`config.mk`:
```
export PLATFORM = sky130hd
export DESIGN_NAME = cls_status
export DESIGN_NICKNAME = d
export VERILOG_FILES = /design/src/design/cls_pkg.sv /design/src/design/cls_crc_if.sv /design/src/design/cls_crc.sv /design/src/design/cls_status.sv
export SDC_FILE = /design/constraint.sdc
export NUM_CORES = 1
export LEC_CHECK = 0
export BUFFER_PORTS_ARGS = -buffer_cell sky130_fd_sc_hd__buf_2
export CORE_MARGIN = 2
export CORE_UTILIZATION = 55
export CTS_CLUSTER_DIAMETER = 200
export DETAILED_ROUTE_END_ITERATION = 8
export GPL_ROUTABILITY_DRIVEN = 0
export GPL_TIMING_DRIVEN = 1
export PLACE_DENSITY = 0.89
export SLEW_MARGIN = 30
export SYNTH_ARGS = -nofsm -noshare
export SYNTH_HDL_FRONTEND = slang
export SYNTH_SLANG_ARGS = --single-unit
```
`constraint.sdc`:
```
create_clock -name clk -period 2.35 [get_ports clk]
set_clock_uncertainty 0.15 [all_clocks]
set_input_delay 0.1175 -clock clk [delete_from_list [all_inputs] [get_ports clk]]
set_output_delay 0.1175 -clock clk [all_outputs]
set_load 0.005 [all_outputs]
```
`src/design/cls_pkg.sv`:
```
// Purpose: shared constants of the card status register block
// Assumes: one 8-bit special-function register space
// Notes: the register address, bit positions and response lengths live here
package cls_pkg;
  // special-function address of the status register
  localparam logic [7:0] STATUS_ADDR = 8'h00_DE;
  // status reset value, reserved bits 7:6 stay zero
  localparam logic [7:0] STATUS_RESET = 8'h00_00;
  // field positions inside the status register
  localparam int BIT_FIFO_LOCK = 0;
  localparam int BIT_RESP_FMT = 1;
  localparam int BIT_RESP_CRC = 2;
  localparam int BIT_DATA_FMT = 3;
  localparam int BIT_DATA_CRC = 4;
  localparam int BIT_BUSY = 5;
  // response lengths in bits
  localparam logic [7:0] RESP_LEN_SHORT = 8'h00_30;
  localparam logic [7:0] RESP_LEN_LONG = 8'h00_88;
  // first bit covered by the check sequence in a long response
  localparam logic [7:0] RESP_LONG_CRC_FIRST = 8'h00_08;
  // check polynomials, leading term implied
  localparam logic [6:0] CRC7_POLY = 7'h09;
  localparam logic [15:0] CRC16_POLY = 16'h1021;
  // token response status field
  localparam logic [2:0] TOKEN_GOOD = 3'h2;
  localparam logic [2:0] TOKEN_BAD = 3'h5;
endpackage

```
`src/design/cls_crc_if.sv`:
```
// Purpose: link between the status block and one check engine
// Assumes: single clock, bits presented one per cycle
// Notes: zero is the running remainder compare
`timescale 1ns/100ps
interface cls_crc_if #(parameter int W = 7);
  logic clr;  // restart the remainder
  logic en;   // fold din in this cycle
  logic din;  // serial bit
  logic zero; // remainder is all zero
  modport eng (input clr, input en, input din, output zero);
  modport user (output clr, output en, output din, input zero);
endinterface

```
`src/design/cls_crc.sv`:
```
// Purpose: serial cyclic check engine, remainder compare to zero
// Assumes: message followed by its check bits is fed in order
// Notes: a good frame leaves an all-zero remainder
`timescale 1ns/100ps
module cls_crc #(
  parameter int W = 7,
  parameter logic [W-1:0] POLY = '0
) (
  // clock and reset
  input wire logic clk,
  input wire logic rst,
  // engine side of the link
  cls_crc_if.eng lk
);
  // a one-bit remainder cannot hold any of our polynomials
  if (W < 2) begin : g_chk
    $error("cls_crc: width below 2");
  end

  logic [W-1:0] rem_ff;  // running remainder
  logic [W-1:0] nxt_rem; // next remainder
  logic fb;              // feedback term

  // next remainder: clear wins, then fold one bit
  always_comb begin
    fb = lk.din ^ rem_ff[W-1];
    nxt_rem = rem_ff;
    if (lk.clr) begin
      nxt_rem = '0;
    end else if (lk.en) begin
      nxt_rem = {rem_ff[W-2:0], 1'b0} ^ (fb ? POLY : '0);
    end
  end

  // remainder register
  always_ff @(posedge clk or posedge rst) begin
    if (rst) begin
      rem_ff <= '0;
    end else begin
      rem_ff <= nxt_rem;
    end
  end

  assign lk.zero = (rem_ff == '0);
endmodule

```
`src/design/cls_status.sv`:
```
// Purpose: read-only card transfer status register with its checks
// Assumes: sequencer strobes are synchronous to clk, one bit a cycle
// Notes: check results land on the edge that takes the frame end bit
// What this block does
// - read-only 8-bit status at address DEh
// - transmit: token CRC status drives bit 4
// - receive: check data block CRC16 into bit 4
// - response CRC7 result drives bit 2
// - response format result drives bit 1
// - check disable skips the CRC7 computation
// - length select picks 48 or 136 bits
`timescale 1ns/100ps
module cls_status (
  // clock and reset
  input wire logic clk,
  input wire logic rst,
  // special-function register port
  input wire logic [7:0] sfr_addr,
  input wire logic sfr_rd,
  input wire logic sfr_wr,
  input wire logic [7:0] sfr_wdata,
  output logic [7:0] sfr_rdata,
  // controls from the neighbouring control registers
  input wire logic response_crc_disable,
  input wire logic response_length_select,
  input wire logic data_dir_write,
  // response bit stream
  input wire logic resp_start,
  input wire logic resp_valid,
  input wire logic resp_bit,
  input wire logic resp_end,
  // receive data bit stream, single data line
  input wire logic dat_start,
  input wire logic dat_valid,
  input wire logic dat_bit,
  input wire logic dat_end,
  // token response after a written block
  input wire logic token_valid,
  input wire logic token_start_bit,
  input wire logic [2:0] token_status,
  input wire logic token_end_bit,
  // card and fifo levels
  input wire logic card_busy_in,
  input wire logic fifo_lock_in,
  // status register contents
  output logic [7:0] card_transfer_status
);
  cls_crc_if #(.W(7)) c7 ();
  cls_crc_if #(.W(16)) c16 ();

  // response check engine
  cls_crc #(.W(7), .POLY(cls_pkg::CRC7_POLY)) u_crc7 (
    .clk(clk),
    .rst(rst),
    .lk(c7)
  );
  // data block check engine
  cls_crc #(.W(16), .POLY(cls_pkg::CRC16_POLY)) u_crc16 (
    .clk(clk),
    .rst(rst),
    .lk(c16)
  );

  logic [7:0] sta_ff;     // status flags
  logic [7:0] nxt_sta;
  logic [7:0] rcnt_ff;    // response bit position
  logic [7:0] nxt_rcnt;
  logic rerr_ff;          // response header bit wrong
  logic nxt_rerr;
  logic [15:0] dcnt_ff;   // data bit position, saturating
  logic [15:0] nxt_dcnt;
  logic derr_ff;          // data start bit wrong
  logic nxt_derr;
  logic [7:0] rdata_ff;   // read data
  logic [7:0] nxt_rdata;
  logic [7:0] rlen;       // selected response length
  logic rfeed;            // position is under the check sequence
  logic response_length_select_ok;          // response format verdict
  logic dfmt_ok;          // data frame format verdict
  logic tfmt_ok;          // token format verdict

  // response framing and feed window per length
  always_comb begin
    rlen = response_length_select ? cls_pkg::RESP_LEN_SHORT
                                   : cls_pkg::RESP_LEN_LONG;
    // end bit is never folded in; long form skips its header byte
    if (response_length_select) begin
      rfeed = rcnt_ff < (rlen - 8'h00_01);
    end else begin
      rfeed = (rcnt_ff >= cls_pkg::RESP_LONG_CRC_FIRST) &&
              (rcnt_ff < (rlen - 8'h00_01));
    end
    response_length_select_ok = !rerr_ff && resp_bit &&
              (rcnt_ff == (rlen - 8'h00_01));
    dfmt_ok = !derr_ff && dat_bit && (dcnt_ff != 16'h0000);
    tfmt_ok = !token_start_bit && token_end_bit &&
              ((token_status == cls_pkg::TOKEN_GOOD) ||
               (token_status == cls_pkg::TOKEN_BAD));
  end

  // engine drive; disabled check never folds a bit
  always_comb begin
    c7.clr = resp_start;
    c7.en = resp_valid && rfeed && !response_crc_disable;
    c7.din = resp_bit;
    c16.clr = dat_start;
    // start bit and end bit stay out of the remainder
    c16.en = dat_valid && !dat_end && (dcnt_ff != 16'h0000);
    c16.din = dat_bit;
  end

  // response position and header check
  always_comb begin
    nxt_rcnt = rcnt_ff;
    nxt_rerr = rerr_ff;
    if (resp_start) begin
      nxt_rcnt = 8'h00_00;
      nxt_rerr = 1'b0;
    end else if (resp_valid) begin
      // start and transmission bits must both be low
      if (rcnt_ff < 8'h00_02 && resp_bit) begin
        nxt_rerr = 1'b1;
      end
      // saturate so an overlong frame cannot wrap to a good length
      if (rcnt_ff != 8'h00_FF) begin
        nxt_rcnt = rcnt_ff + 8'h00_01;
      end
    end
  end

  // data position and start bit check
  always_comb begin
    nxt_dcnt = dcnt_ff;
    nxt_derr = derr_ff;
    if (dat_start) begin
      nxt_dcnt = 16'h0000;
      nxt_derr = 1'b0;
    end else if (dat_valid) begin
      if (dcnt_ff == 16'h0000 && dat_bit) begin
        nxt_derr = 1'b1;
      end
      if (dcnt_ff != 16'hFFFF) begin
        nxt_dcnt = dcnt_ff + 16'h0001;
      end
    end
  end

  // status flags; processor writes never reach here
  always_comb begin
    nxt_sta = sta_ff;
    nxt_sta[7:6] = 2'b00;
    nxt_sta[cls_pkg::BIT_BUSY] = card_busy_in;
    nxt_sta[cls_pkg::BIT_FIFO_LOCK] = fifo_lock_in;
    if (resp_valid && resp_end) begin
      nxt_sta[cls_pkg::BIT_RESP_FMT] = response_length_select_ok;
      // with the check off the bit keeps a stale, meaningless value
      if (!response_crc_disable) begin
        nxt_sta[cls_pkg::BIT_RESP_CRC] = c7.zero;
      end
    end
    if (data_dir_write) begin
      if (token_valid) begin
        nxt_sta[cls_pkg::BIT_DATA_FMT] = tfmt_ok;
        if (token_status == cls_pkg::TOKEN_GOOD) begin
          nxt_sta[cls_pkg::BIT_DATA_CRC] = 1'b1;
        end else if (token_status == cls_pkg::TOKEN_BAD) begin
          nxt_sta[cls_pkg::BIT_DATA_CRC] = 1'b0;
        end
      end
    end else if (dat_valid && dat_end) begin
      nxt_sta[cls_pkg::BIT_DATA_FMT] = dfmt_ok;
      nxt_sta[cls_pkg::BIT_DATA_CRC] = c16.zero;
    end
  end

  // read port: one-cycle latency, other addresses read zero
  always_comb begin
    nxt_rdata = 8'h00_00;
    if (sfr_rd && sfr_addr == cls_pkg::STATUS_ADDR) begin
      nxt_rdata = sta_ff;
    end
  end

  // state registers
  always_ff @(posedge clk or posedge rst) begin
    if (rst) begin
      sta_ff <= cls_pkg::STATUS_RESET;
      rcnt_ff <= 8'h00_00;
      rerr_ff <= 1'b0;
      dcnt_ff <= 16'h0000;
      derr_ff <= 1'b0;
      rdata_ff <= 8'h00_00;
    end else begin
      sta_ff <= nxt_sta;
      rcnt_ff <= nxt_rcnt;
      rerr_ff <= nxt_rerr;
      dcnt_ff <= nxt_dcnt;
      derr_ff <= nxt_derr;
      rdata_ff <= nxt_rdata;
    end
  end

  assign sfr_rdata = rdata_ff;
  assign card_transfer_status = sta_ff;
endmodule

```
=== After elaboration in Yosys (flattened, before gate mapping) ===
Index checks and enable logic that the tools add are counted.

* Register bits after elaboration: 63
* Latch bits: 0
* Memory bits (writable): 0
* Bits in read-only memories: 0
* Bits of input ports: 39
* Output and inout port bits: 16
* Word-level logic and storage cells: 99
* Memories kept: 0

* $add $sub $neg: 3
* Multipliers: 0
* Divide/modulo/power cells: 0
* $lt $le $gt $ge: 3
* Equal/unequal tests: 8
* Shift operators: 0
* Mux-type cells: 26
* Bitwise operators: 5
* Reductions and logical operators: 42

{| class="wikitable"
|+ Operator list
! cell !! count
|-
| $mux 16 || 5
|-
| $logic_not 16->1 || 2
|-
| $mux 8 || 4
|-
| $reduce_bool 2->1 || 9
|-
| $add 16x1->16 const B || 1
|-
| $logic_and 1x1->1 || 16
|-
| $ne 16x16->1 const B || 1
|-
| $reduce_bool 16->1 || 1
|-
| $xor 16x16->16 || 1
|-
| $mux 7 || 2
|-
| $mux 13 || 1
|-
| $reduce_and 2->1 || 6
|-
| $mux 1 || 9
|-
| $add 8x1->8 const B || 1
|-
| $eq 8x8->1 || 1
|-
| $eq 8x8->1 const B || 1
|-
| $ge 8x4->1 const B || 1
|-
| $lt 8x2->1 const B || 1
|-
| $lt 8x8->1 || 1
|-
| $ne 8x8->1 const B || 1
|-
| $sub 8x1->8 const B || 1
|-
| $logic_not 7->1 || 1
|-
| $xor 7x7->7 || 1
|-
| $mux 2 || 3
|-
| 11 further kinds || 16
|}

=== Depth between registers and ports, before layout ===
Gate-level depths: netlist (run 1).

* Word-level depth: 9
* Depth in mapped cells: 8
* Mapped depth without buffers: 6

=== Cells and area by module ===
From an unflattened synthesis (run 1), not the netlist that was laid out.

* Cells, all modules: 330
* Area total of the unflattened synthesis: 3221.8 um2

{| class="wikitable"
|+ By module, submodules not included
! module !! instances !! cells each !! area an instance (um2) !! seq. area each (um2)
|-
| cls_status || 1 || 237 || 2168.3 || 950.9
|-
| cls_crc (u_crc16) || 1 || 63 || 725.7 || 400.4
|-
| cls_crc (u_crc7) || 1 || 30 || 327.8 || 175.2
|}

=== Worst setup path before layout (run 1) ===
No wires, ideal clock.

* Path type: reg2reg
* Start: register rcnt_ff[1]
* End: register u_crc7.rem_ff[0]
* Library setup time: 0.127 ns
* Arrival time: 1.666 ns
* Required time: 2.073 ns
* Setup slack: 0.406 ns
* Stages on the path, launching flop included: 8
* Period minus slack after synthesis: 1.944 ns
* Cell sequence: dfrtp_1 ha_1 clkbuf_2 and3_1 o21a_1 or3_1 buf_2 mux2i_1

* Longest elaborated chain between the ends: 6
* Elaborated cells between the ends (all ways): 7

{| class="wikitable"
|+ Ends and longest elaborated chain
! what !! line !! text
|-
| start, declared || cls_status.sv:66 || <nowiki>logic [7:0] rcnt_ff;</nowiki>
|-
| start signal, assigned || cls_status.sv:195 || <nowiki>rcnt_ff <= nxt_rcnt;</nowiki>
|-
| $ge 8x4->1 or $lt 8x8->1 (tied branches) || cls_status.sv:90, cls_status.sv:88, cls_status.sv:91 ||
|-
| $logic_and 1x1->1 || cls_status.sv:90 || <nowiki>rfeed = (rcnt_ff >= cls_pkg::RESP_LONG_CRC_FIRST) &&</nowiki>
|-
| $mux 1 * || cls_status.sv:87 || <nowiki>if (response_length_select) begin</nowiki>
|-
| $logic_and 1x1->1 * (2 in series) || cls_status.sv:104 || <nowiki>c7.en = resp_valid && rfeed && !response_crc_disable;</nowiki>
|-
| $reduce_bool 2->1 (no line) * || n/a ||
|-
| end signal, assigned || cls_crc.sv:40 || <nowiki>rem_ff <= nxt_rem;</nowiki>
|-
| end, declared || cls_crc.sv:20 || <nowiki>logic [W-1:0] rem_ff;</nowiki>
|}

Every way passes the cells marked *; elsewhere a longest branch is shown, timed or not.
A chain may end at the register's enable or synchronous reset.

=== Worst setup path in the final report (run 1) ===
* Start: register rcnt_ff[5]
* End: register sta_ff[1] (netlist: card_transfer_status[1])

* Longest elaborated chain between the ends: 2

{| class="wikitable"
|+ Ends and longest elaborated chain
! what !! line !! text
|-
| $eq 8x8->1 || cls_status.sv:94 || <nowiki>(rcnt_ff == (rlen - 8'h00_01));</nowiki>
|-
| $logic_and 1x1->1 || cls_status.sv:93 || <nowiki>response_length_select_ok = !rerr_ff && resp_bit &&</nowiki>
|-
| end signal, assigned || cls_status.sv:187 || <nowiki>sta_ff <= cls_pkg::STATUS_RESET;</nowiki>
|-
| end signal, assigned || cls_status.sv:194 || <nowiki>sta_ff <= nxt_sta;</nowiki>
|-
| end, declared || cls_status.sv:64 || <nowiki>logic [7:0] sta_ff;</nowiki>
|}

No other way between the ends.

==> results of run 1 <==
## registers in the layout, summed over array words and instances (netlist names)
name                  count
card_transfer_status      6
dcnt_ff                  16
derr_ff                   1
rcnt_ff                   8
rerr_ff                   1
sfr_rdata                 6
u_crc16.rem_ff           16
u_crc7.rem_ff             7
## logic make-up (layout without fill, tap and decap cells)
kind of cell               count (synthesis)  in the layout  synth area share
AOI/OAI and AO/OA                         48             48            0.1057
xor gates and xnor gates                   9              9           0.02414
adders and majority gates                  7              7           0.02682
buffers and inverters                     31             85           0.04712
DFF                                       61             61            0.4674
muxes                                     31             31           0.09770
other                                      1              4          0.001148
and+or+nand+nor                          133            133            0.2299
## critical path: stages (launching register included)
cell and delay (ns):
dfrtp_1 0.45, ha_1 0.32, nor4bb_1 0.35, nand4b_1 0.15, o21ai_0 0.15, dlygate4sd3_1 0.55
## layout by cell type, fill, tap and decap left out, types with 6 or more instances in the layout
cell type	instances
dlygate4sd3_1	13
nor4_1	7
clkbuf_8	11
nand3_1	6
and2_1	7
mux2i_1	24
nor3_1	7
nor2b_1	7
a211oi_1	6
ha_1	7
nand2b_1	11
a21oi_1	10
inv_1	11
nor2_1	39
nand4_1	9
nand2_1	15
buf_2	41
xnor2_1	7
dfrtp_1	61
## routing by layer
layer  vias up  GRT usage  part of all wire
met3        11    0.06778             0.049
met1      1305     0.2858              0.43
li1       1260          -                 -
met4         0    0.07458             0.011
met2        72     0.3876              0.51
met5         -          0                 0
## power by group through the flow
| stage | Sequential, W | Combinational [W] | Clock [W] |
|---|---|---|---|
| after floorplan | 0.00111 | 0.000126 | 0 |
| after global placement | 0.00111 | 0.000179 | 0 |
| after detailed placement | 0.00111 | 0.000186 | 0 |
| after CTS | 0.00109 | 0.000208 | 0.00117 |
| after global routing | 0.00109 | 0.000236 | 0.00121 |
| final | 0.00109 | 0.000212 | 0.00115 |
## layout make-up
class	instances	area (µm²)
Fill cell	431	1934
Clock buffer	11	151.4
Sequential cell	61	1526
Inverter	12	45.04
Clock inverter	4	95.09
Timing Repair Buffer	58	365.4
Tap cell	75	93.84
Multi-Input combinational cell	232	1604
## timing repair
item	4_1_cts	5_1_grt
resized for setup	0	0
endpoints found under the setup margin	0	0
hold buffers	13	0
endpoints found under the hold margin	81	0
## per-stage QoR
| stage | instances | setup slack [ns] | utilization |
|---|---|---|---|
| finish | 453 | 0.1760 | 0.6674 |
| global placement | 425 | 0.2785 | 0.6026 |
| detailed placement | 425 | 0.2365 | 0.6026 |
| global route | 453 | 0.01751 | 0.6674 |
| CTS | 453 | 0.1807 | 0.6674 |
| floorplan | 324 | 0.4065 | - |
## path summary, 6_finish.rpt
check	from	endpoint	cells past startpoint
hold / removal	token_valid	card_transfer_status[3]	4
hold reg to reg	derr_ff	derr_ff	2
setup reg to reg	rcnt_ff[5]	card_transfer_status[1]	5
min in group asynchronous	rst	u_crc7.rem_ff[0]	4
max in group asynchronous	rst	u_crc16.rem_ff[14]	4
setup / recovery	rcnt_ff[5]	card_transfer_status[1]	5
==> results_dict.tcl, run 1 <==
set metrics [dict create \
    antenna_found_initial 0 \
    postCtsSetupRepairBufs 0 \
    wl_um 7013 \
    cts_max_level 3 \
    firstDrtPassIters 5 \
    stdcell_area_um2 3881 \
    worst-path-max-fanout 6 \
    clock-root-buffer "clkbuf_8" \
    drt_drc_violations_left 0 \
    io_buffers 41 \
    fin_setup_tns_ns 0 \
    drv_cap 0 \
    min_period_ns 2.174 \
    p_switching_w 0.0005282 \
    dp_hpwl_um 4468 \
    tightest_slew_ns 0.7552 \
    yosysTopAreaCell "dfrtp_1" \
    ios 55 \
    worstSkewPairLatency_ns 0.34 \
    power.total_w 0.002451 \
    fp.dieH_um 81.06 \
    gr-usage-all-layers 0.2304 \
    insertedDiodeCount 0 \
    grt_max_degree 62 \
    post-route-period-util 0.9251 \
    via_per_inst 5.845 \
    powerDensity_nw_per_um2 631.5 \
    startpoint_type "register" \
    ys_warn_count 0 \
    path_clk_slew_ns 0.07 \
    finalMaxSlewViolations 0 \
    die_area_um2 6570 \
    synth_async_sr_flop_share 1.000 \
    worstSetupPathType "register to register" \
    peakVddDrop_v 0.0004763 \
    end_kind "register" \
    synth_area_um2 3266 \
    cts_buffers 9 \
    ys_ff_latch 61 \
    seq_area_frac_synth 0.4674 \
    synth.most_common_cell "dfrtp_1" \
    finalHoldViolCount 0 \
    intPower_w 0.001923 \
    synthToLayoutAreaGrowth_pct 18.85 \
    avgSynthCellArea_um2 10.17 \
    worstHoldPathType "input pin to register" \
    required_ns 2.48 \
    ant_nets 0 \
    seqPwrFrac 0.446 \
    synth.area.top_cells "dfrtp_1, mux2i_1, nor2_1" \
    ys.flop_type "dfrtp_1" \
    syn-instance-count 321 \
    fin_hold_ws_ns 0.04231 \
    setup_viol 0 \
    fin_nets 420 \
    final_layout_size_suffix_gt1_frac 0.1958 \
    fmax_mhz 460.0 \
    placed_cell_area_um2 3505 \
    drt_iter0_drc 341 \
    cp.arrival_ns 2.30 \
    rrSetupSlack_ns 0.18 \
    maxSlewHeadroom 0.4965 \
    status "finished, final reports clean" \
    cts.sinks 61 \
    start_util 0.5615 \
    synth_edf_count 0 \
    dr_total_vias 2648 \
    yosys-top-cells-count "dfrtp_1, nor2_1, mux2i_1, nand2_1, inv_1" \
    power_leakage_nw 1.821 \
    synth.distinct_cells 57 \
    rows 28 \
    combPwrFrac 0.087 \
    synth.top_cell.area_share 0.4674 \
    p_clk_frac 0.467 \
    coreArea_um2 5816 \
    rsz0062_at_grt "no" \
    cts_tree "done" \
    swShare 0.2155 \
    clockBufferDepth 2 \
    grt_pass1_vias 2526 \
    drt-wirelength-per-cell_um 15.48 \
    grt_pass1_wl_um 11510 \
    die_w_um 81.06 \
    grt_overflow 0 \
]
(Power assumes the default switching activity.)
==> run 2: changes to the inputs <==
Settings changed: CORE_UTILIZATION 55 to 36, MAX_ROUTING_LAYER set to met4, PLACE_DENSITY 0.89 to 0.66.
==> results_dict.tcl, run 2 (synthesized netlist as in run 1, its figures left out) <==
set metrics [dict create \
    die_area_um2 9849 \
    cts_tree "done" \
    start_util 0.3726 \
    startpoint_type "register" \
    end_kind "register" \
    fp.dieH_um 99.24 \
    maxSlewHeadroom 0.4498 \
    post-route-period-util 0.9456 \
    die_w_um 99.24 \
    grt_overflow 0 \
    wl_um 6875 \
    timing.rr.start "rcnt_ff[5]" \
    postCtsHoldBufs 13 \
    fin_hold_ws_ns 0.02483 \
    tightest_slew_ns 0.8178 \
    required_ns 2.48 \
    gr-usage-all-layers 0.1543 \
    clock-root-buffer "clkbuf_8" \
    final_layout_size_suffix_gt1_frac 0.1995 \
    drt-wirelength-per-cell_um 14.06 \
    firstDrtPassIters 4 \
    place_inst 460 \
    cts_resized 0 \
    drv_cap 0 \
    cp_cell_sequence "ha_1 > nor4bb_1 > nand4b_1 > o21ai_0 > dlygate4sd3_1" \
    max_stage_delay_ns 0.55 \
    ios 55 \
    dp_hpwl_um 4767 \
    antenna_found_initial 0 \
    cp.arrival_ns 2.35 \
    postCtsSetupRepairBufs 0 \
    grt_pass1_vias 2695 \
    grt_max_degree 39 \
    dr_total_vias 2592 \
    io_buffers 41 \
    worstHoldPathType "input pin to register" \
    hold_depth 4 \
    rr_endpoint "card_transfer_status[1]" \
    rsz0062_at_grt "no" \
    mostFrequentLayoutCells "dfrtp_1, buf_2, nor2_1, mux2i_1, nand2_1" \
    cts_max_level 3 \
    ant_nets 0 \
    clockBufferDepth 2 \
    fin_nets 422 \
    power.total_w 0.002353 \
    finalMaxSlewViolations 0 \
    coreArea_um2 8763 \
    cts.sinks 61 \
    min_period_ns 2.222 \
    rows 34 \
    grt_pass1_wl_um 11990 \
    crit_path_top_delay_cell "dlygate4sd3_1" \
    setup_viol 0 \
    hold_end "card_transfer_status[3]" \
    path_clk_slew_ns 0.07 \
    worstSetupPathType "register to register" \
    insertedDiodeCount 0 \
    peakVddDrop_v 0.0003695 \
    status "finished, final reports clean" \
    drt_drc_violations_left 0 \
    fin_cells 489 \
    power_leakage_nw 1.822 \
    cts_buffers 9 \
    via_per_inst 5.301 \
    fmax_mhz 450.0 \
    fin_setup_tns_ns 0 \
    hp-start "token_valid" \
    synthToLayoutAreaGrowth_pct 19.92 \
    rrSetupSlack_ns 0.13 \
    final_common_cell "dfrtp_1" \
    worstSkewPairLatency_ns 0.34 \
    r2r_cells 5 \
    drt_iter0_drc 102 \
    top_regs "dcnt_ff x16, u_crc16.rem_ff x16, rcnt_ff x8" \
    powerDensity_nw_per_um2 600.7 \
    finalHoldViolCount 0 \
    worst-path-max-fanout 6 \
]
## run 2: cell count changes in the layout (fill, tap and decap cells not counted), sizes merged
cell    before  now
buf         45   47
bufinv       3    2
clkbuf      11   12
clkinv       1    2
## run 2: per-stage QoR
stage	utilization	setup slack [ns]	area, µm²
floorplan	-	0.4065	3277
global placement	0.4063	0.2965	3561
detailed placement	0.4063	0.2345	3561
CTS	0.4469	0.1569	3916
global route	0.4469	0.01528	3916
finish	0.4469	0.1279	3916
## run 2: area by class of cell
class,count,area [µm²]
multi-input combinational,232,1604
clock buffer,12,155.1
clock inverter,4,70.07
fill,838,4847
timing repair buffer,60,380.4
sequential,61,1526
tap,108,135.1
inverter,12,45.04
## run 2: worst max path at each step
stage	from	end	cells after the start	slack (ns)
6_report	rcnt_ff[5]	card_transfer_status[1]	5	0.13
5_1_grt	rcnt_ff[5]	card_transfer_status[1]	5	0.02
4_1_cts	rcnt_ff[5]	card_transfer_status[1]	5	0.16
3_5_place_dp	rcnt_ff[5]	u_crc7.rem_ff[6]	5	0.23
3_3_place_gp	rcnt_ff[1]	u_crc7.rem_ff[3]	5	0.30
2_1_floorplan	rcnt_ff[1]	u_crc7.rem_ff[0]	7	0.41
## run 2: critical path, delay by kind of cell (launching register included)
family          cells  cell delay, ns
compound gates      1            0.15
fa+ha+maj           1            0.32
simple gates        2            0.54
buf+inv             1            0.55
flops               1            0.45
## run 2: power breakdown
group          switching [W]  internal, W
combinational       0.000111    0.0000966
clock               0.000401     0.000652
sequential         0.0000199      0.00107
total               0.000532      0.00182
## run 2: layer usage
metal,share of wire,track usage,wire length [µm]
met1,0.46,0.1851,3152
met2,0.49,0.2557,3385
met3,0.040,0.04006,273
met4,0.0093,0.04742,64
met5,0,-,0
